**config.mk**
```make
export PLATFORM = sky130hd
export DESIGN_NAME = osc_one_shot
export DESIGN_NICKNAME = d
export VERILOG_FILES = /design/src/hdl/osc_pkg.sv /design/src/hdl/osc_one_shot.sv /design/src/hdl/osc_edge_sync.sv
export SDC_FILE = /design/constraint.sdc
export NUM_CORES = 1
export LEC_CHECK = 0
export BUFFER_PORTS_ARGS = -buffer_cell sky130_fd_sc_hd__buf_2
export CAP_MARGIN = 20
export CORE_MARGIN = 2
export CORE_UTILIZATION = 30
export DETAILED_ROUTE_END_ITERATION = 8
export PLACE_DENSITY = 0.57
export RECOVER_POWER = 50
export SETUP_SLACK_MARGIN = 0.5
export SYNTH_ARGS = -nofsm -noshare
export SYNTH_HDL_FRONTEND = slang
export SYNTH_SLANG_ARGS = --single-unit
```
**constraint.sdc**
```tcl
create_clock -name mclk_i -period 5.9 [get_ports mclk_i]
set_clock_uncertainty 0.15 [all_clocks]
set_input_delay 0.885 -clock mclk_i [delete_from_list [all_inputs] [get_ports mclk_i]]
set_output_delay 0.885 -clock mclk_i [all_outputs]
set_load 0.01 [all_outputs]
```
**src/hdl/osc_pkg.sv**
```systemverilog
// constants and register map of the one-shot trigger and output block
// What this block does
// - level select sets active and idle output levels
// - edge select picks falling or rising pin trigger
// - io control bits 4 to 7 read zero
// - trigger starts one-shot only while counting enabled
// - software start or pin edge both trigger
// - active flag sets one or two ticks after trigger
// - active flag starts counting and pulse output
// - triggers ignored while one-shot is active
// - trigger edge select never affects pin interrupt
// - pin edge during one-shot still sets irq flag
// - pulse lasts (prescale+1)(period+1) count ticks
// - timer interrupt coincides with pulse end
// - stop, start clear or forced stop halt and reload
package osc_pkg;

    localparam int OSC_ADR_W = 8;
    localparam int OSC_REG_W = 8;

    // register byte addresses
    localparam logic [7:0] OSC_IO_CTRL_OFS = 8'h00;
    localparam logic [7:0] OSC_TMR_CTRL_OFS = 8'h04;
    localparam logic [7:0] OSC_OS_CTRL_OFS = 8'h08;
    localparam logic [7:0] OSC_PRESCALE_OFS = 8'h0c;
    localparam logic [7:0] OSC_PERIOD_OFS = 8'h10;
    localparam logic [7:0] OSC_PIN_IRQ_OFS = 8'h14;

    // one_shot_io_control fields
    localparam int OSC_LVL_BIT = 0;
    localparam int OSC_CNT_BIT = 1;
    localparam int OSC_PTE_BIT = 2;
    localparam int OSC_PES_BIT = 3;
    localparam logic [3:0] OSC_IO_MASK = 4'hf;

    // timer_control_reg fields
    localparam int OSC_START_BIT = 0;
    localparam int OSC_CSF_BIT = 1;
    localparam int OSC_FSTOP_BIT = 2;

    // one_shot_control_reg fields
    localparam int OSC_OSST_BIT = 0;
    localparam int OSC_OSSP_BIT = 1;
    localparam int OSC_ACT_BIT = 2;

    // pin_irq_control_reg fields
    localparam int OSC_IRQF_BIT = 0;
    localparam int OSC_POL_BIT = 1;
    localparam int OSC_BOTH_BIT = 2;
    localparam int OSC_IEN_BIT = 3;

    // values after reset
    localparam logic [7:0] OSC_IO_RST = 8'h00;
    localparam logic [7:0] OSC_PRESCALE_RST = 8'h00;
    localparam logic [7:0] OSC_PERIOD_RST = 8'h00;
    localparam logic [31:0] OSC_UNMAPPED_DATA = 32'h0000_0000;

endpackage

```
**src/hdl/osc_one_shot.sv**
```systemverilog
// one-shot trigger, prescaled down counter and output control
`timescale 1ns/1ps
`default_nettype none
module osc_one_shot #(
    parameter int CNT_W = 8
) (
    // clock, reset, enable
    input wire logic mclk_i,
    input wire logic resetn_i,
    input wire logic ce_i,
    // selected count source, one-cycle tick per source cycle
    input wire logic cnt_src_i,
    // wishbone classic slave
    input wire logic wb_cyc_i,
    input wire logic wb_stb_i,
    input wire logic wb_we_i,
    input wire logic [osc_pkg::OSC_ADR_W-1:0] wb_adr_i,
    input wire logic [3:0] wb_sel_i,
    input wire logic [31:0] wb_dat_i,
    output logic [31:0] wb_dat_o,
    output logic wb_ack_o,
    // pins
    input wire logic ext_trigger_pin_i,
    output logic pulse_output_pin_o,
    output logic timer_irq_o
);
    import osc_pkg::*;

    logic rst_m_q;
    logic rst_n_q;
    logic [3:0] io_q;
    logic count_start_bit_q;
    logic count_status_flag_q;
    logic one_shot_active_flag_q;
    logic pend_q;
    logic [CNT_W-1:0] pre_rel_q;
    logic [CNT_W-1:0] per_rel_q;
    logic [CNT_W-1:0] pre_cnt_q;
    logic [CNT_W-1:0] per_cnt_q;
    logic irq_request_flag_q;
    logic irq_edge_polarity_q;
    logic both_edge_select_q;
    logic pin_irq_enable_q;
    logic out_q;
    logic tirq_q;
    logic end_q;
    logic ack_q;
    logic [31:0] dat_q;
    logic pin_lvl;
    logic pin_rise;
    logic pin_fall;
    logic req;
    logic wr;
    logic wr_lane;
    logic sw_trig;
    logic pin_trig;
    logic trig;
    logic stop_req;
    logic underflow;
    logic pin_irq_evt;
    logic irq_clr;

    function automatic logic hit(input logic [7:0] adr,
                                 input logic [7:0] ofs);
        hit = (adr == ofs);
    endfunction

    // reset released through two flops
    always_ff @(posedge mclk_i or negedge resetn_i) begin
        if (!resetn_i) begin
            rst_m_q <= 1'b0;
            rst_n_q <= 1'b0;
        end else begin
            rst_m_q <= 1'b1;
            rst_n_q <= rst_m_q;
        end
    end

    osc_edge_sync u_sync (
        .mclk_i(mclk_i),
        .rst_n_i(rst_n_q),
        .ce_i(ce_i),
        .pin_i(ext_trigger_pin_i),
        .level_o(pin_lvl),
        .rise_o(pin_rise),
        .fall_o(pin_fall)
    );

    assign req = wb_cyc_i & wb_stb_i & ~ack_q;
    assign wr = req & wb_we_i;
    assign wr_lane = wr & wb_sel_i[0];

    // software start command, one cycle
    assign sw_trig = wr_lane & hit(wb_adr_i, OSC_OS_CTRL_OFS) &
                     wb_dat_i[OSC_OSST_BIT];
    assign pin_trig = io_q[OSC_PTE_BIT] &
                      (io_q[OSC_PES_BIT] ? pin_rise : pin_fall);
    assign trig = sw_trig | pin_trig;

    // any of the three stop causes
    assign stop_req = wr_lane & (
        (hit(wb_adr_i, OSC_OS_CTRL_OFS) & wb_dat_i[OSC_OSSP_BIT]) |
        (hit(wb_adr_i, OSC_TMR_CTRL_OFS) &
         (wb_dat_i[OSC_FSTOP_BIT] | ~wb_dat_i[OSC_START_BIT])));

    assign underflow = one_shot_active_flag_q & cnt_src_i &
                       (pre_cnt_q == '0) & (per_cnt_q == '0);

    // pin interrupt edge uses its own polarity, not the trigger edge
    assign pin_irq_evt = pin_irq_enable_q & (both_edge_select_q ?
        (pin_rise | pin_fall) :
        (irq_edge_polarity_q ? pin_rise : pin_fall));
    assign irq_clr = wr_lane & hit(wb_adr_i, OSC_PIN_IRQ_OFS) &
                     ~wb_dat_i[OSC_IRQF_BIT];

    // bus handshake: ack one cycle after the request, then dropped
    always_ff @(posedge mclk_i or negedge rst_n_q) begin
        if (!rst_n_q) begin
            ack_q <= 1'b0;
            dat_q <= OSC_UNMAPPED_DATA;
        end else if (ce_i) begin
            ack_q <= req;
            if (req) begin
                dat_q <= OSC_UNMAPPED_DATA;
                case (wb_adr_i)
                    OSC_IO_CTRL_OFS: dat_q[3:0] <= io_q;
                    OSC_TMR_CTRL_OFS: begin
                        dat_q[OSC_START_BIT] <= count_start_bit_q;
                        dat_q[OSC_CSF_BIT] <= count_status_flag_q;
                    end
                    OSC_OS_CTRL_OFS:
                        dat_q[OSC_ACT_BIT] <= one_shot_active_flag_q;
                    OSC_PRESCALE_OFS: dat_q[CNT_W-1:0] <= pre_cnt_q;
                    OSC_PERIOD_OFS: dat_q[CNT_W-1:0] <= per_cnt_q;
                    OSC_PIN_IRQ_OFS: begin
                        dat_q[OSC_IRQF_BIT] <= irq_request_flag_q;
                        dat_q[OSC_POL_BIT] <= irq_edge_polarity_q;
                        dat_q[OSC_BOTH_BIT] <= both_edge_select_q;
                        dat_q[OSC_IEN_BIT] <= pin_irq_enable_q;
                    end
                    default: dat_q <= OSC_UNMAPPED_DATA;
                endcase
            end
        end
    end

    // io control and pin interrupt configuration
    always_ff @(posedge mclk_i or negedge rst_n_q) begin
        if (!rst_n_q) begin
            io_q <= OSC_IO_RST[3:0];
            irq_edge_polarity_q <= 1'b0;
            both_edge_select_q <= 1'b0;
            pin_irq_enable_q <= 1'b0;
        end else if (ce_i && wr_lane) begin
            if (hit(wb_adr_i, OSC_IO_CTRL_OFS))
                io_q <= wb_dat_i[3:0] & OSC_IO_MASK;
            if (hit(wb_adr_i, OSC_PIN_IRQ_OFS)) begin
                irq_edge_polarity_q <= wb_dat_i[OSC_POL_BIT];
                both_edge_select_q <= wb_dat_i[OSC_BOTH_BIT];
                pin_irq_enable_q <= wb_dat_i[OSC_IEN_BIT];
            end
        end
    end

    // pin interrupt request flag: a new edge wins over a clear
    always_ff @(posedge mclk_i or negedge rst_n_q) begin
        if (!rst_n_q) begin
            irq_request_flag_q <= 1'b0;
        end else if (ce_i) begin
            if (pin_irq_evt)
                irq_request_flag_q <= 1'b1;
            else if (irq_clr)
                irq_request_flag_q <= 1'b0;
        end
    end

    // start bit and its status copy, which sets on a count tick while started and clears on the clock after the start bit clears
    always_ff @(posedge mclk_i or negedge rst_n_q) begin
        if (!rst_n_q) begin
            count_start_bit_q <= 1'b0;
            count_status_flag_q <= 1'b0;
        end else if (ce_i) begin
            if (wr_lane && hit(wb_adr_i, OSC_TMR_CTRL_OFS))
                count_start_bit_q <= wb_dat_i[OSC_START_BIT] &
                                     ~wb_dat_i[OSC_FSTOP_BIT];
            if (!count_start_bit_q)
                count_status_flag_q <= 1'b0;
            else if (cnt_src_i)
                count_status_flag_q <= 1'b1;
        end
    end

    // trigger latch: taken only when counting and not already running
    always_ff @(posedge mclk_i or negedge rst_n_q) begin
        if (!rst_n_q) begin
            pend_q <= 1'b0;
        end else if (ce_i) begin
            if (stop_req || one_shot_active_flag_q)
                pend_q <= 1'b0;
            else if (trig && count_status_flag_q)
                pend_q <= 1'b1;
            else if (cnt_src_i)
                pend_q <= 1'b0;
        end
    end

    // one-shot counter; reload values land in the counter while idle, on stop and at underflow; only the prescale reload lands at each prescaler wrap
    always_ff @(posedge mclk_i or negedge rst_n_q) begin
        if (!rst_n_q) begin
            pre_rel_q <= OSC_PRESCALE_RST[CNT_W-1:0];
            per_rel_q <= OSC_PERIOD_RST[CNT_W-1:0];
            pre_cnt_q <= OSC_PRESCALE_RST[CNT_W-1:0];
            per_cnt_q <= OSC_PERIOD_RST[CNT_W-1:0];
            one_shot_active_flag_q <= 1'b0;
            end_q <= 1'b0;
            tirq_q <= 1'b0;
        end else if (ce_i) begin
            // irq waits one clock so it meets the output's return to idle
            end_q <= 1'b0;
            tirq_q <= end_q;
            if (wr_lane && hit(wb_adr_i, OSC_PRESCALE_OFS))
                pre_rel_q <= wb_dat_i[CNT_W-1:0];
            if (wr_lane && hit(wb_adr_i, OSC_PERIOD_OFS))
                per_rel_q <= wb_dat_i[CNT_W-1:0];
            if (stop_req) begin
                one_shot_active_flag_q <= 1'b0;
                pre_cnt_q <= pre_rel_q;
                per_cnt_q <= per_rel_q;
            end else if (!one_shot_active_flag_q) begin
                // tick after the trigger: one to two source cycles
                if (pend_q && cnt_src_i && count_status_flag_q)
                    one_shot_active_flag_q <= 1'b1;
                if (wr_lane && hit(wb_adr_i, OSC_PRESCALE_OFS))
                    pre_cnt_q <= wb_dat_i[CNT_W-1:0];
                else
                    pre_cnt_q <= pre_rel_q;
                if (wr_lane && hit(wb_adr_i, OSC_PERIOD_OFS))
                    per_cnt_q <= wb_dat_i[CNT_W-1:0];
                else
                    per_cnt_q <= per_rel_q;
            end else if (underflow) begin
                one_shot_active_flag_q <= 1'b0;
                pre_cnt_q <= pre_rel_q;
                per_cnt_q <= per_rel_q;
                end_q <= 1'b1;
            end else if (cnt_src_i) begin
                if (pre_cnt_q == '0) begin
                    pre_cnt_q <= pre_rel_q;
                    per_cnt_q <= per_cnt_q - 1'b1;
                end else begin
                    pre_cnt_q <= pre_cnt_q - 1'b1;
                end
            end
        end
    end

    // output follows the active flag one clock later, inverted by level
    always_ff @(posedge mclk_i or negedge rst_n_q) begin
        if (!rst_n_q) begin
            out_q <= 1'b0;
        end else if (ce_i) begin
            out_q <= one_shot_active_flag_q ^ io_q[OSC_LVL_BIT];
        end
    end

    assign wb_ack_o = ack_q;
    assign wb_dat_o = dat_q;
    assign pulse_output_pin_o = out_q;
    assign timer_irq_o = tirq_q;
endmodule
`default_nettype wire

```
**src/hdl/osc_edge_sync.sv**
```systemverilog
// two-flop synchroniser with edge detection for the trigger pin
`timescale 1ns/1ps
`default_nettype none
module osc_edge_sync (
    // clock and reset
    input wire logic mclk_i,
    input wire logic rst_n_i,
    input wire logic ce_i,
    // pin side
    input wire logic pin_i,
    // synchronised side
    output logic level_o,
    output logic rise_o,
    output logic fall_o
);
    logic meta_q;
    logic sync_q;
    logic prev_q;

    // meta_q is read only by sync_q
    always_ff @(posedge mclk_i or negedge rst_n_i) begin
        if (!rst_n_i) begin
            meta_q <= 1'b1;
            sync_q <= 1'b1;
            prev_q <= 1'b1;
        end else if (ce_i) begin
            meta_q <= pin_i;
            sync_q <= meta_q;
            prev_q <= sync_q;
        end
    end

    assign level_o = sync_q;
    assign rise_o = sync_q & ~prev_q;
    assign fall_o = ~sync_q & prev_q;
endmodule
`default_nettype wire

```
* Word level (Yosys, flattened, before mapping)
Cells that the tools add are included.
** Storage, ports and cells
- Flip-flop bits (word level) :: 61
- Input bits :: 52
- Output and inout port bits :: 35
- Word-level logic and storage cells :: 117
** Operators by class
- Add/sub/neg operators :: 2
- Eq/ne operators :: 8
- Multiplexer cells :: 33
- Bitwise gates (word level) :: 29
- Reductions and logical operators :: 22
** Operator list (number)
- $mux 8 :: 12
- $logic_not 8->1 :: 3
- $and 1x1->1 :: 19
- $mux 1 :: 17
- $eq 8x4->1 const B :: 2
- $eq 8x5->1 const B :: 2
- $reduce_and 2->1 :: 8
- $sub 8x1->8 const B :: 2
- $pmux 2 s5 :: 1
- $eq 8x3->1 const B :: 1
- $pmux 4 s2 :: 1
- $logic_and 1x1->1 :: 7
- $not 1->1 :: 5
- $pmux 1 s5 :: 1
- $ne 4x1->1 const B :: 1
- $ne 4x2->1 const B :: 1
- $or 1x1->1 :: 4
- $pmux 1 s4 :: 1
- $reduce_and 3->1 :: 1
- $reduce_bool 3->1 :: 1
- $ne 2x2->1 const B :: 1
- $reduce_bool 2->1 :: 1
- $logic_or 1x1->1 :: 1
- $xor 1x1->1 :: 1

* Logic depth before layout (Yosys ltp)
Gate-level depths: netlist (run 1).
- Depth after elaboration :: 10
- Mapped depth :: 8
- Mapped depth without buffers :: 7

* Hierarchy
From an unflattened synthesis (run 1), not the netlist that was laid out.
** Unflattened totals
- Cell total of the unflattened synthesis :: 382
- Area, all modules :: 3717.3 µm²
** By module, submodules not included
- osc_one_shot :: instances 1, cells an instance 374, area an instance 3592.2 µm²
- osc_edge_sync :: instances 1, cells an instance 8, area an instance 125.1 µm²

* Worst setup path after synthesis (run 1)
OpenSTA, ideal clock, no wires.
- Kind :: input to register
- From :: input port wb_adr_i[3] in the netlist's numbering
- To :: register per_rel_q[0]
- Arrival time :: 2510 ps
- Slack :: 3115 ps
- Stages on the path :: 5
- Cell sequence :: or4b_1 -> nor3_2 -> and3_1 -> buf_4 -> mux2_2
** On the way
- Cells in the longest elaborated chain, start to end :: 3
** Ends and longest elaborated chain
- start: declaration :: line osc_one_shot.sv:17 : input wire logic [osc_pkg::OSC_ADR_W-1:0] wb_adr_i,
- $eq 8x5->1 :: line osc_one_shot.sv:65 : hit = (adr == ofs);
- $logic_and 1x1->1 :: line osc_one_shot.sv:223 : if (wr_lane && hit(wb_adr_i, OSC_PERIOD_OFS))
- $mux 8
- end signal: assignment :: line osc_one_shot.sv:211 : per_rel_q <= OSC_PERIOD_RST[CNT_W-1:0];
- end signal: assignment :: line osc_one_shot.sv:224 : per_rel_q <= wb_dat_i[CNT_W-1:0];
- end: declaration :: line osc_one_shot.sv:37 : logic [CNT_W-1:0] per_rel_q;
No other way between the ends.
A chain may end at the register's enable or synchronous reset.

* Worst setup path after layout (run 1)
- From :: input port wb_adr_i[4] in the netlist's numbering
- To :: register pre_cnt_q[5]
** On the way
- Cells in the longest elaborated chain, start to end :: 6
- Elaborated cells on any way between the ends :: 13
** Ends and longest elaborated chain
- $eq 8x4->1 / $eq 8x3->1 (equally long branches) :: line osc_one_shot.sv:65
- $and 1x1->1 (on tied branches) :: line osc_one_shot.sv:102, osc_one_shot.sv:103
- $or 1x1->1 :: line osc_one_shot.sv:102 : (hit(wb_adr_i, OSC_OS_CTRL_OFS) & wb_dat_i[OSC_OSSP_BIT]) |
- $and 1x1->1 :: line osc_one_shot.sv:101 : assign stop_req = wr_lane & (
- $ne 4x2->1 (no line)
- $reduce_and 2->1 (no line)
- end signal: assignment :: line osc_one_shot.sv:212 : pre_cnt_q <= OSC_PRESCALE_RST[CNT_W-1:0];
- end signal: assignment :: line osc_one_shot.sv:227 : pre_cnt_q <= pre_rel_q;
- end signal: assignment :: line osc_one_shot.sv:234 : pre_cnt_q <= wb_dat_i[CNT_W-1:0];
- end: declaration :: line osc_one_shot.sv:38 : logic [CNT_W-1:0] pre_cnt_q;
Parallel ways exist; a longest one is shown, timed or not.

==> summary.txt, run 1 <==
Synthesis
  – Number of enable flip-flop cells after synthesis: 0
  – Netlist cell types: 68
  – Post-synth ARST share: 100%
  – Mean cell area of the mapped netlist: a little under 10 um^2
  – Synth Flop Type: sky130_fd_sc_hd__dfrtp_1
  – Synthesized flop and latch total: 61
  – Yosys warnings: 0
  – Portion of the post-synthesis area used by sequential elements: 40.1%
  – Post-Syn Instances: 384
  – Post-synthesis cell area: between 3000 and 4000 um^2

GRT
  – GR Util All Layers: between 15 and 20%
  – Largest net degree at the start of global routing: 60
  – Number of global-route vias before repair: about 2.9k
  – Congestion Overflow GR: 0
  – First-pass GRT wire length: 15900 um
  – Initial antenna violation count: 0

Setup path
  – Data required time at the worst endpoint: 5.96 ns
  – Arrival time of data at the critical path endpoint: ~3.5 ns
  – Endpoint class of the critical path: flop
  – Critical path peak fanout: 17
  – Startpoint Class: input port
  – Flop-to-flop setup slack: ~2.6 ns
  – Path type of the worst setup path: in2reg

Final layout
  – Most common cell after layout, fill and taps aside: sky130_fd_sc_hd__dfrtp_1
  – NumNets Final: 470
  – Area growth from synthesis to final layout: 12.8%
  – Layout cell share with drive strength beyond 1: approximately a quarter
  – Ant. Diodes: 0
  – Most frequent cells in the layout: sky130_fd_sc_hd__dfrtp_1, sky130_fd_sc_hd__buf_2, sky130_fd_sc_hd__nand2_1, sky130_fd_sc_hd__mux2_2, sky130_fd_sc_hd__conb_1

Timing
  – Final setup violation count: 0
  – Final min period: between 3 and 4 ns
  – Slew Viols, Final: 60
  – Final Hold Vio Count: 0
  – RSZ-0062 raised after global routing: false
  – Highest clock frequency the design can meet: 294 MHz
  – Setup total negative slack: 0 ns
  – Max_slew headroom: -112%
  – Part of the cycle the worst path needs: 57.7%
  – Measured slew at the worst slew-check pin: 3.18 ns

Pwr
  – Power density over the cells: 243 nW/um^2
  – Peak VDD IR: 0.143 mV
  – Overall Power: approximately 1.0 mW
  – Static leakage: roughly 1.9 nW

Clock network
  – TritonCTS Buffers: 9
  – Clock transition time at the flip-flop clock pins of the worst setup and hold paths: ~0.060 ns
  – Clock latency on the worst-skew pair: 0.33 ns
  – Post-CTS setup buffer count: 0
  – Root cell of the clock tree: sky130_fd_sc_hd__clkbuf_16
  – Clock tree from TritonCTS: built
  – Number of buffers on the longest clock path: 2
  – Hold buffers post-CTS: 0
  – H-Tree Depth: 3
  – Number of clock sinks: a little over 60
  – Post-cts sizing count: 0

Floorplan
  – Initial cell density of the core: a little under a third
  – Die Span X: 117 um
  – Number of I/O pins: 87
  – Std-Cell Rows: 41
  – Die Footprint: 13600 um^2
  – Core ar.: between 10000 and 15000 um^2
  – DIE HEIGHT: roughly 120 um

Run status
  – Outcome: complete, but fails checks
  – Violated checks: capacitance limit, slew limit

Drt
  – Routed wire length: a little over 10000 um
  – DRT antenna net count: 0
  – Routed length per instance: roughly 17 um
  – Via count: just over 3k
  – First-pass iteration count of the detailed router: 4
  – 1st-iter DRT viols: 322
  – Post-detailed-route DRC marker count: 0
  – Detailed-route vias per instance: 5.26

Flow run
  – Max_cap viols: 1

Placed design
  – RD Place Congestion: ~0.91
  – Detailed placer's ending HPWL: 7130 um
  – Input/output buffers: 35

Hold path
  – Worst hold path class: in2async
## state kept, by name, indices dropped and copies added (netlist names), 4 cells and up
signal     flops
per_cnt_q      8
per_rel_q      8
pre_cnt_q      8
pre_rel_q      8
wb_dat_o       8
io_q           4
## synthesized netlist by cell type, types with 3 or more instances
master,count,area share [%]
sky130_fd_sc_hd__a211oi_1,6,1.2
sky130_fd_sc_hd__a21o_1,4,0.79
sky130_fd_sc_hd__a21oi_1,10,1.3
sky130_fd_sc_hd__a221oi_1,5,1.1
sky130_fd_sc_hd__a22oi_1,10,2.0
sky130_fd_sc_hd__a2bb2oi_1,5,1.1
sky130_fd_sc_hd__a31oi_1,3,0.49
sky130_fd_sc_hd__and3_1,4,0.66
sky130_fd_sc_hd__and3b_1,4,0.92
sky130_fd_sc_hd__buf_2,7,0.92
sky130_fd_sc_hd__buf_4,27,5.3
sky130_fd_sc_hd__clkbuf_1,9,0.89
sky130_fd_sc_hd__dfrtp_1,58,38
sky130_fd_sc_hd__dfstp_2,3,2.1
sky130_fd_sc_hd__ha_1,6,2.0
sky130_fd_sc_hd__inv_1,15,1.5
sky130_fd_sc_hd__mux2_2,28,8.3
sky130_fd_sc_hd__mux2i_1,6,1.6
sky130_fd_sc_hd__nand2_1,30,3.0
sky130_fd_sc_hd__nand3_1,9,1.2
sky130_fd_sc_hd__nand4_1,5,0.82
sky130_fd_sc_hd__nor2_1,14,1.4
sky130_fd_sc_hd__nor2b_1,3,0.49
sky130_fd_sc_hd__nor3_1,8,1.0
sky130_fd_sc_hd__nor4_1,6,0.98
sky130_fd_sc_hd__nor4_4,3,1.7
sky130_fd_sc_hd__o211ai_1,5,0.98
sky130_fd_sc_hd__o21ai_0,21,2.8
sky130_fd_sc_hd__o221ai_1,3,0.69
sky130_fd_sc_hd__o22ai_1,4,0.66
sky130_fd_sc_hd__o31ai_1,3,0.59
sky130_fd_sc_hd__or3_1,3,0.49
sky130_fd_sc_hd__xnor2_1,6,1.4
## critical path: stages
cell                      delay (ns)
sky130_fd_sc_hd__buf_2          0.11
sky130_fd_sc_hd__or3_1          0.52
sky130_fd_sc_hd__nor4_4         0.79
sky130_fd_sc_hd__a31oi_1        0.45
sky130_fd_sc_hd__buf_4          0.35
sky130_fd_sc_hd__o41ai_1        0.35
## through the flow
stage                     hold WS [ns]  util [%]  worst slack (ns)  std cells  cell area, um^2
after CTS                        0.176      34.4              2.55        589             4310
after detailed placement         0.193      32.2              2.23        573             4030
final                            0.176      34.4              2.50        589             4300
after floorplan                  0.181         -              3.12        407             3900
after global placement           0.187      32.2              2.26        573             4030
after global routing             0.178      34.4              1.77        589             4300
## area by class of cell
cell class                 count  area (um^2)
tap                          172          215
clock inverter                 7         51.3
sequential                    61         1530
multi-input combinational    287         2030
inverter                      15         56.3
clock buffer                   9          225
fill                        1280         8210
timing repair buffer          38          191
## cell families after synthesis
family / synth area share (%)
and+or+nand+nor: 16.6
AOI/OAI and AO/OA: 20.0
DFF: 40.1
xor gates and xnor gates: 1.61
other: 0.197
adders and majority gates: 1.97
muxes: 10.6
buffers and inverters: 8.89
## worst paths after layout
| path | from | endpoint | cells past startpoint |
|---|---|---|---|
| min | resetn_i | rst_m_q | 1 |
| min reg2reg | rst_m_q | rst_n_q | 0 |
| max in group asynchronous | rst_n_q | pre_cnt_q[6] | 1 |
| max reg2reg | rst_n_q | pre_cnt_q[6] | 1 |
| max | wb_adr_i[4] | pre_cnt_q[5] | 6 |
| min in group mclk_i | rst_m_q | rst_n_q | 0 |
## power breakdown
group | switching, mW | leakage (nW) | internal (mW)
Combinational | 0.0752 | 0.966 | 0.0378
Sequential | 0.0104 | 0.817 | 0.429
Clock | 0.206 | 0.132 | 0.285
## per-layer routing
layer | track usage (%) | part of all wire, %
met3 | 2.59 | 6.6
met4 | 5.65 | 1.9
met1 | 21.5 | 47
met2 | 24.1 | 45
met5 | 0 | 0
Power figures use the tool's default switching activity.
==> run 2, diff against run 1 <==
PLACE_DENSITY = 0.59   (was 0.57)
clock period = 2.7 ns   (was 5.9 ns; I/O delays follow)
==> run 2 against run 1 <==
The run now ends clean. Wire length rose by 5.5%. Combinational power increased to 2.6 times the previous value. Critical path depth stayed put. Register-to-register slack worse by 2.1 ns. Core utilization grew 3.3 points. Cell count grew 5.6%. Clock-buffer cell count did not move. First-iteration DRC count is 0.93% lower. Die area did not move. Via count increased by 6.5%. Sequential share of layout area fell by 3.1 points. Clock power grew 140%.
==> summary.txt, run 2 (synthesis results as in run 1) <==
Setup path
  – Arrival time of data at the critical path endpoint: 2.31 ns (was 3.47 ns)
  – Endpoint class of the critical path: flop (unchanged)
  – Startpoint Class: flop (was input port)
  – Critical path peak fanout: 8 (was 17)
  – Path type of the worst setup path: reg2reg (was in2reg)
  – Data required time at the worst endpoint: 2.79 ns (was 5.96 ns)

Placed design
  – RD Place Congestion: 0.931 (was 0.913)
  – Detailed placer's ending HPWL: 7700 um (was 7130 um)
  – Placed Instance Area: 4260 um^2 (was 4030 um^2)
  – Placed insts: 599 (was 573)
  – Input/output buffers: 35 (unchanged)

Drt
  – 1st-iter DRT viols: 319 (was 322)
  – Post-detailed-route DRC marker count: 0 (unchanged)
  – Routed wire length: 10700 um (was 10200 um)
  – First-pass iteration count of the detailed router: 5 (was 4)
  – DRT antenna net count: 0 (unchanged)
  – Routed length per instance: 17.2 um (about the same)
  – Detailed-route vias per instance: 5.31 (was 5.26)
  – Via count: 3302 (was 3101)

GRT
  – Congestion Overflow GR: 0 (unchanged)
  – Largest net degree at the start of global routing: 34 (was 60)
  – First-pass GRT wire length: 16900 um (was 15900 um)
  – GR Util All Layers: 16.5% (was 15.4%)
  – Initial antenna violation count: 0 (unchanged)
  – Number of global-route vias before repair: 3190 (was 2873)

Timing
  – Part of the cycle the worst path needs: between 80 and 90%
  – Final min period: 2.21 ns
  – Final Hold Vio Count: 0 (unchanged)
  – RSZ-0062 raised after global routing: true (was false)
  – Highest clock frequency the design can meet: 452 MHz
  – Worst Hold Slack: 0.152 ns (was 0.176 ns)
  – Final setup violation count: 0 (unchanged)
  – Slew Viols, Final: 0 (was 60)
  – Setup total negative slack: 0 ns (unchanged)
  – Measured slew at the worst slew-check pin: 1.10 ns (was 3.18 ns)
  – Max_slew headroom: 26.7% (was -112%)

Floorplan
  – Core ar.: 12500 um^2 (unchanged)
  – Die Span X: 117 um (unchanged)
  – Std-Cell Rows: 41 (unchanged)
  – Die Footprint: 13600 um^2 (unchanged)
  – Initial cell density of the core: 30.5% (unchanged)
  – DIE HEIGHT: 117 um (unchanged)
  – Number of I/O pins: 87 (unchanged)

Pwr
  – Static leakage: 2.13 nW (was 1.92 nW)
  – Peak VDD IR: 0.332 mV (was 0.143 mV)
  – Overall Power: 2.44 mW (was 1.04 mW)
  – Power density over the cells: 518 nW/um^2 (was 243 nW/um^2)

Final layout
  – Finished Layout Cells: 622 (was 589)
  – Post-route cell area: 4710 um^2 (was 4300 um^2)
  – Most frequent cells in the layout: sky130_fd_sc_hd__dfrtp_1, sky130_fd_sc_hd__buf_4, sky130_fd_sc_hd__buf_2, sky130_fd_sc_hd__nand2_1, sky130_fd_sc_hd__mux2_2 (was sky130_fd_sc_hd__dfrtp_1, sky130_fd_sc_hd__buf_2, sky130_fd_sc_hd__nand2_1, sky130_fd_sc_hd__mux2_2, sky130_fd_sc_hd__conb_1)
  – Most common cell after layout, fill and taps aside: sky130_fd_sc_hd__dfrtp_1 (unchanged)
  – Area growth from synthesis to final layout: 23.6% (was 12.8%)
  – Layout cell share with drive strength beyond 1: 33.1% (was 23.3%)
  – NumNets Final: 503 (was 470)
  – Ant. Diodes: 0 (unchanged)

Clock network
  – Number of clock sinks: 61 (unchanged)
  – TritonCTS Buffers: 9 (unchanged)
  – Number of buffers on the longest clock path: 2 (unchanged)
  – Clock tree from TritonCTS: built (unchanged)
  – Clock transition time at the flip-flop clock pins of the worst setup and hold paths: 0.06 ns (about the same)
  – Root cell of the clock tree: sky130_fd_sc_hd__clkbuf_16 (unchanged)
  – H-Tree Depth: 3 (unchanged)
  – Clock latency on the worst-skew pair: 0.33 ns (about the same)

Hold path
  – Worst hold path class: in2reg (was in2async)

Flow run
  – Max_cap viols: 0 (was 1)

Run status
  – Outcome: completed (was complete, but fails checks)
[run 2: cell types whose count changed in the layout (fill, tap and decap cells not counted), moves of 2 or more]
cell	delta
sky130_fd_sc_hd__dfrtp_2	+2
sky130_fd_sc_hd__dfrtp_1	-2
sky130_fd_sc_hd__nor2_1	-2
sky130_fd_sc_hd__nor2_2	+2
sky130_fd_sc_hd__nor3_4	+2
sky130_fd_sc_hd__inv_6	+3
sky130_fd_sc_hd__clkinv_4	-2
sky130_fd_sc_hd__buf_4	+32
[run 2: layer usage]
layer	share of wire (%)	track usage, %
met1	44	22.4
met2	45	25.2
met3	7.2	3.58
met4	3.1	7.22
met5	0	0
[run 2: worst paths after layout]
path                                    from                endpoint  slack (ns)  depth (start not counted)
max in group asynchronous            rst_n_q  one_shot_active_flag_q        0.67                          1
min in group asynchronous           resetn_i                 rst_n_q        0.23                          2
min reg2reg                          rst_m_q                 rst_n_q        0.20                          0
min                        ext_trigger_pin_i           u_sync.meta_q        0.15                          2
max reg2reg                     pre_cnt_q[2]            per_cnt_q[6]        0.49                          6
max                             pre_cnt_q[2]            per_cnt_q[6]        0.49                          6
[run 2: stage by stage]
stage,utilization [%],setup slack [ns]
2_1_floorplan,-,0.465
3_3_place_gp,34.0,0.112
3_5_place_dp,34.0,0.0996
4_1_cts,37.2,0.447
5_1_grt,37.7,0.251
6_report,37.7,0.486
[run 2: what timing repair did]
| item | CTS | global route |
|---|---|---|
| hold endpoints to repair | 2 | 0 |
| pin swaps | 1 | 4 |
| gates resized for setup | 13 | 12 |
| hold buffers | 1 | 0 |
| setup endpoints to repair | 17 | 25 |
| buffers inserted | 2 | 4 |
[run 2: layout make-up]
type | count | area [um^2]
Fill cell | 1259 | 7800
Inverter | 15 | 56.3
Sequential cell | 61 | 1530
Clock buffer | 9 | 225
Timing Repair Buffer | 71 | 443
Tap cell | 172 | 215
Clock inverter | 7 | 77.6
Multi-Input combinational cell | 287 | 2160
[run 2: where the power goes]
part	switching [mW]	internal [mW]	leakage [nW]
Clock	0.458	0.725	0.147
Sequential	0.0311	0.937	0.813
Combinational	0.175	0.116	1.16
[run 2: critical path: stages (launching register included)]
cell and delay [ns]:
sky130_fd_sc_hd__dfrtp_2 0.49, sky130_fd_sc_hd__or4_1 0.60, sky130_fd_sc_hd__nor3_4 0.28, sky130_fd_sc_hd__a311oi_4 0.09, sky130_fd_sc_hd__buf_4 0.19, sky130_fd_sc_hd__a211o_1 0.22
sky130_fd_sc_hd__o211ai_1 0.09
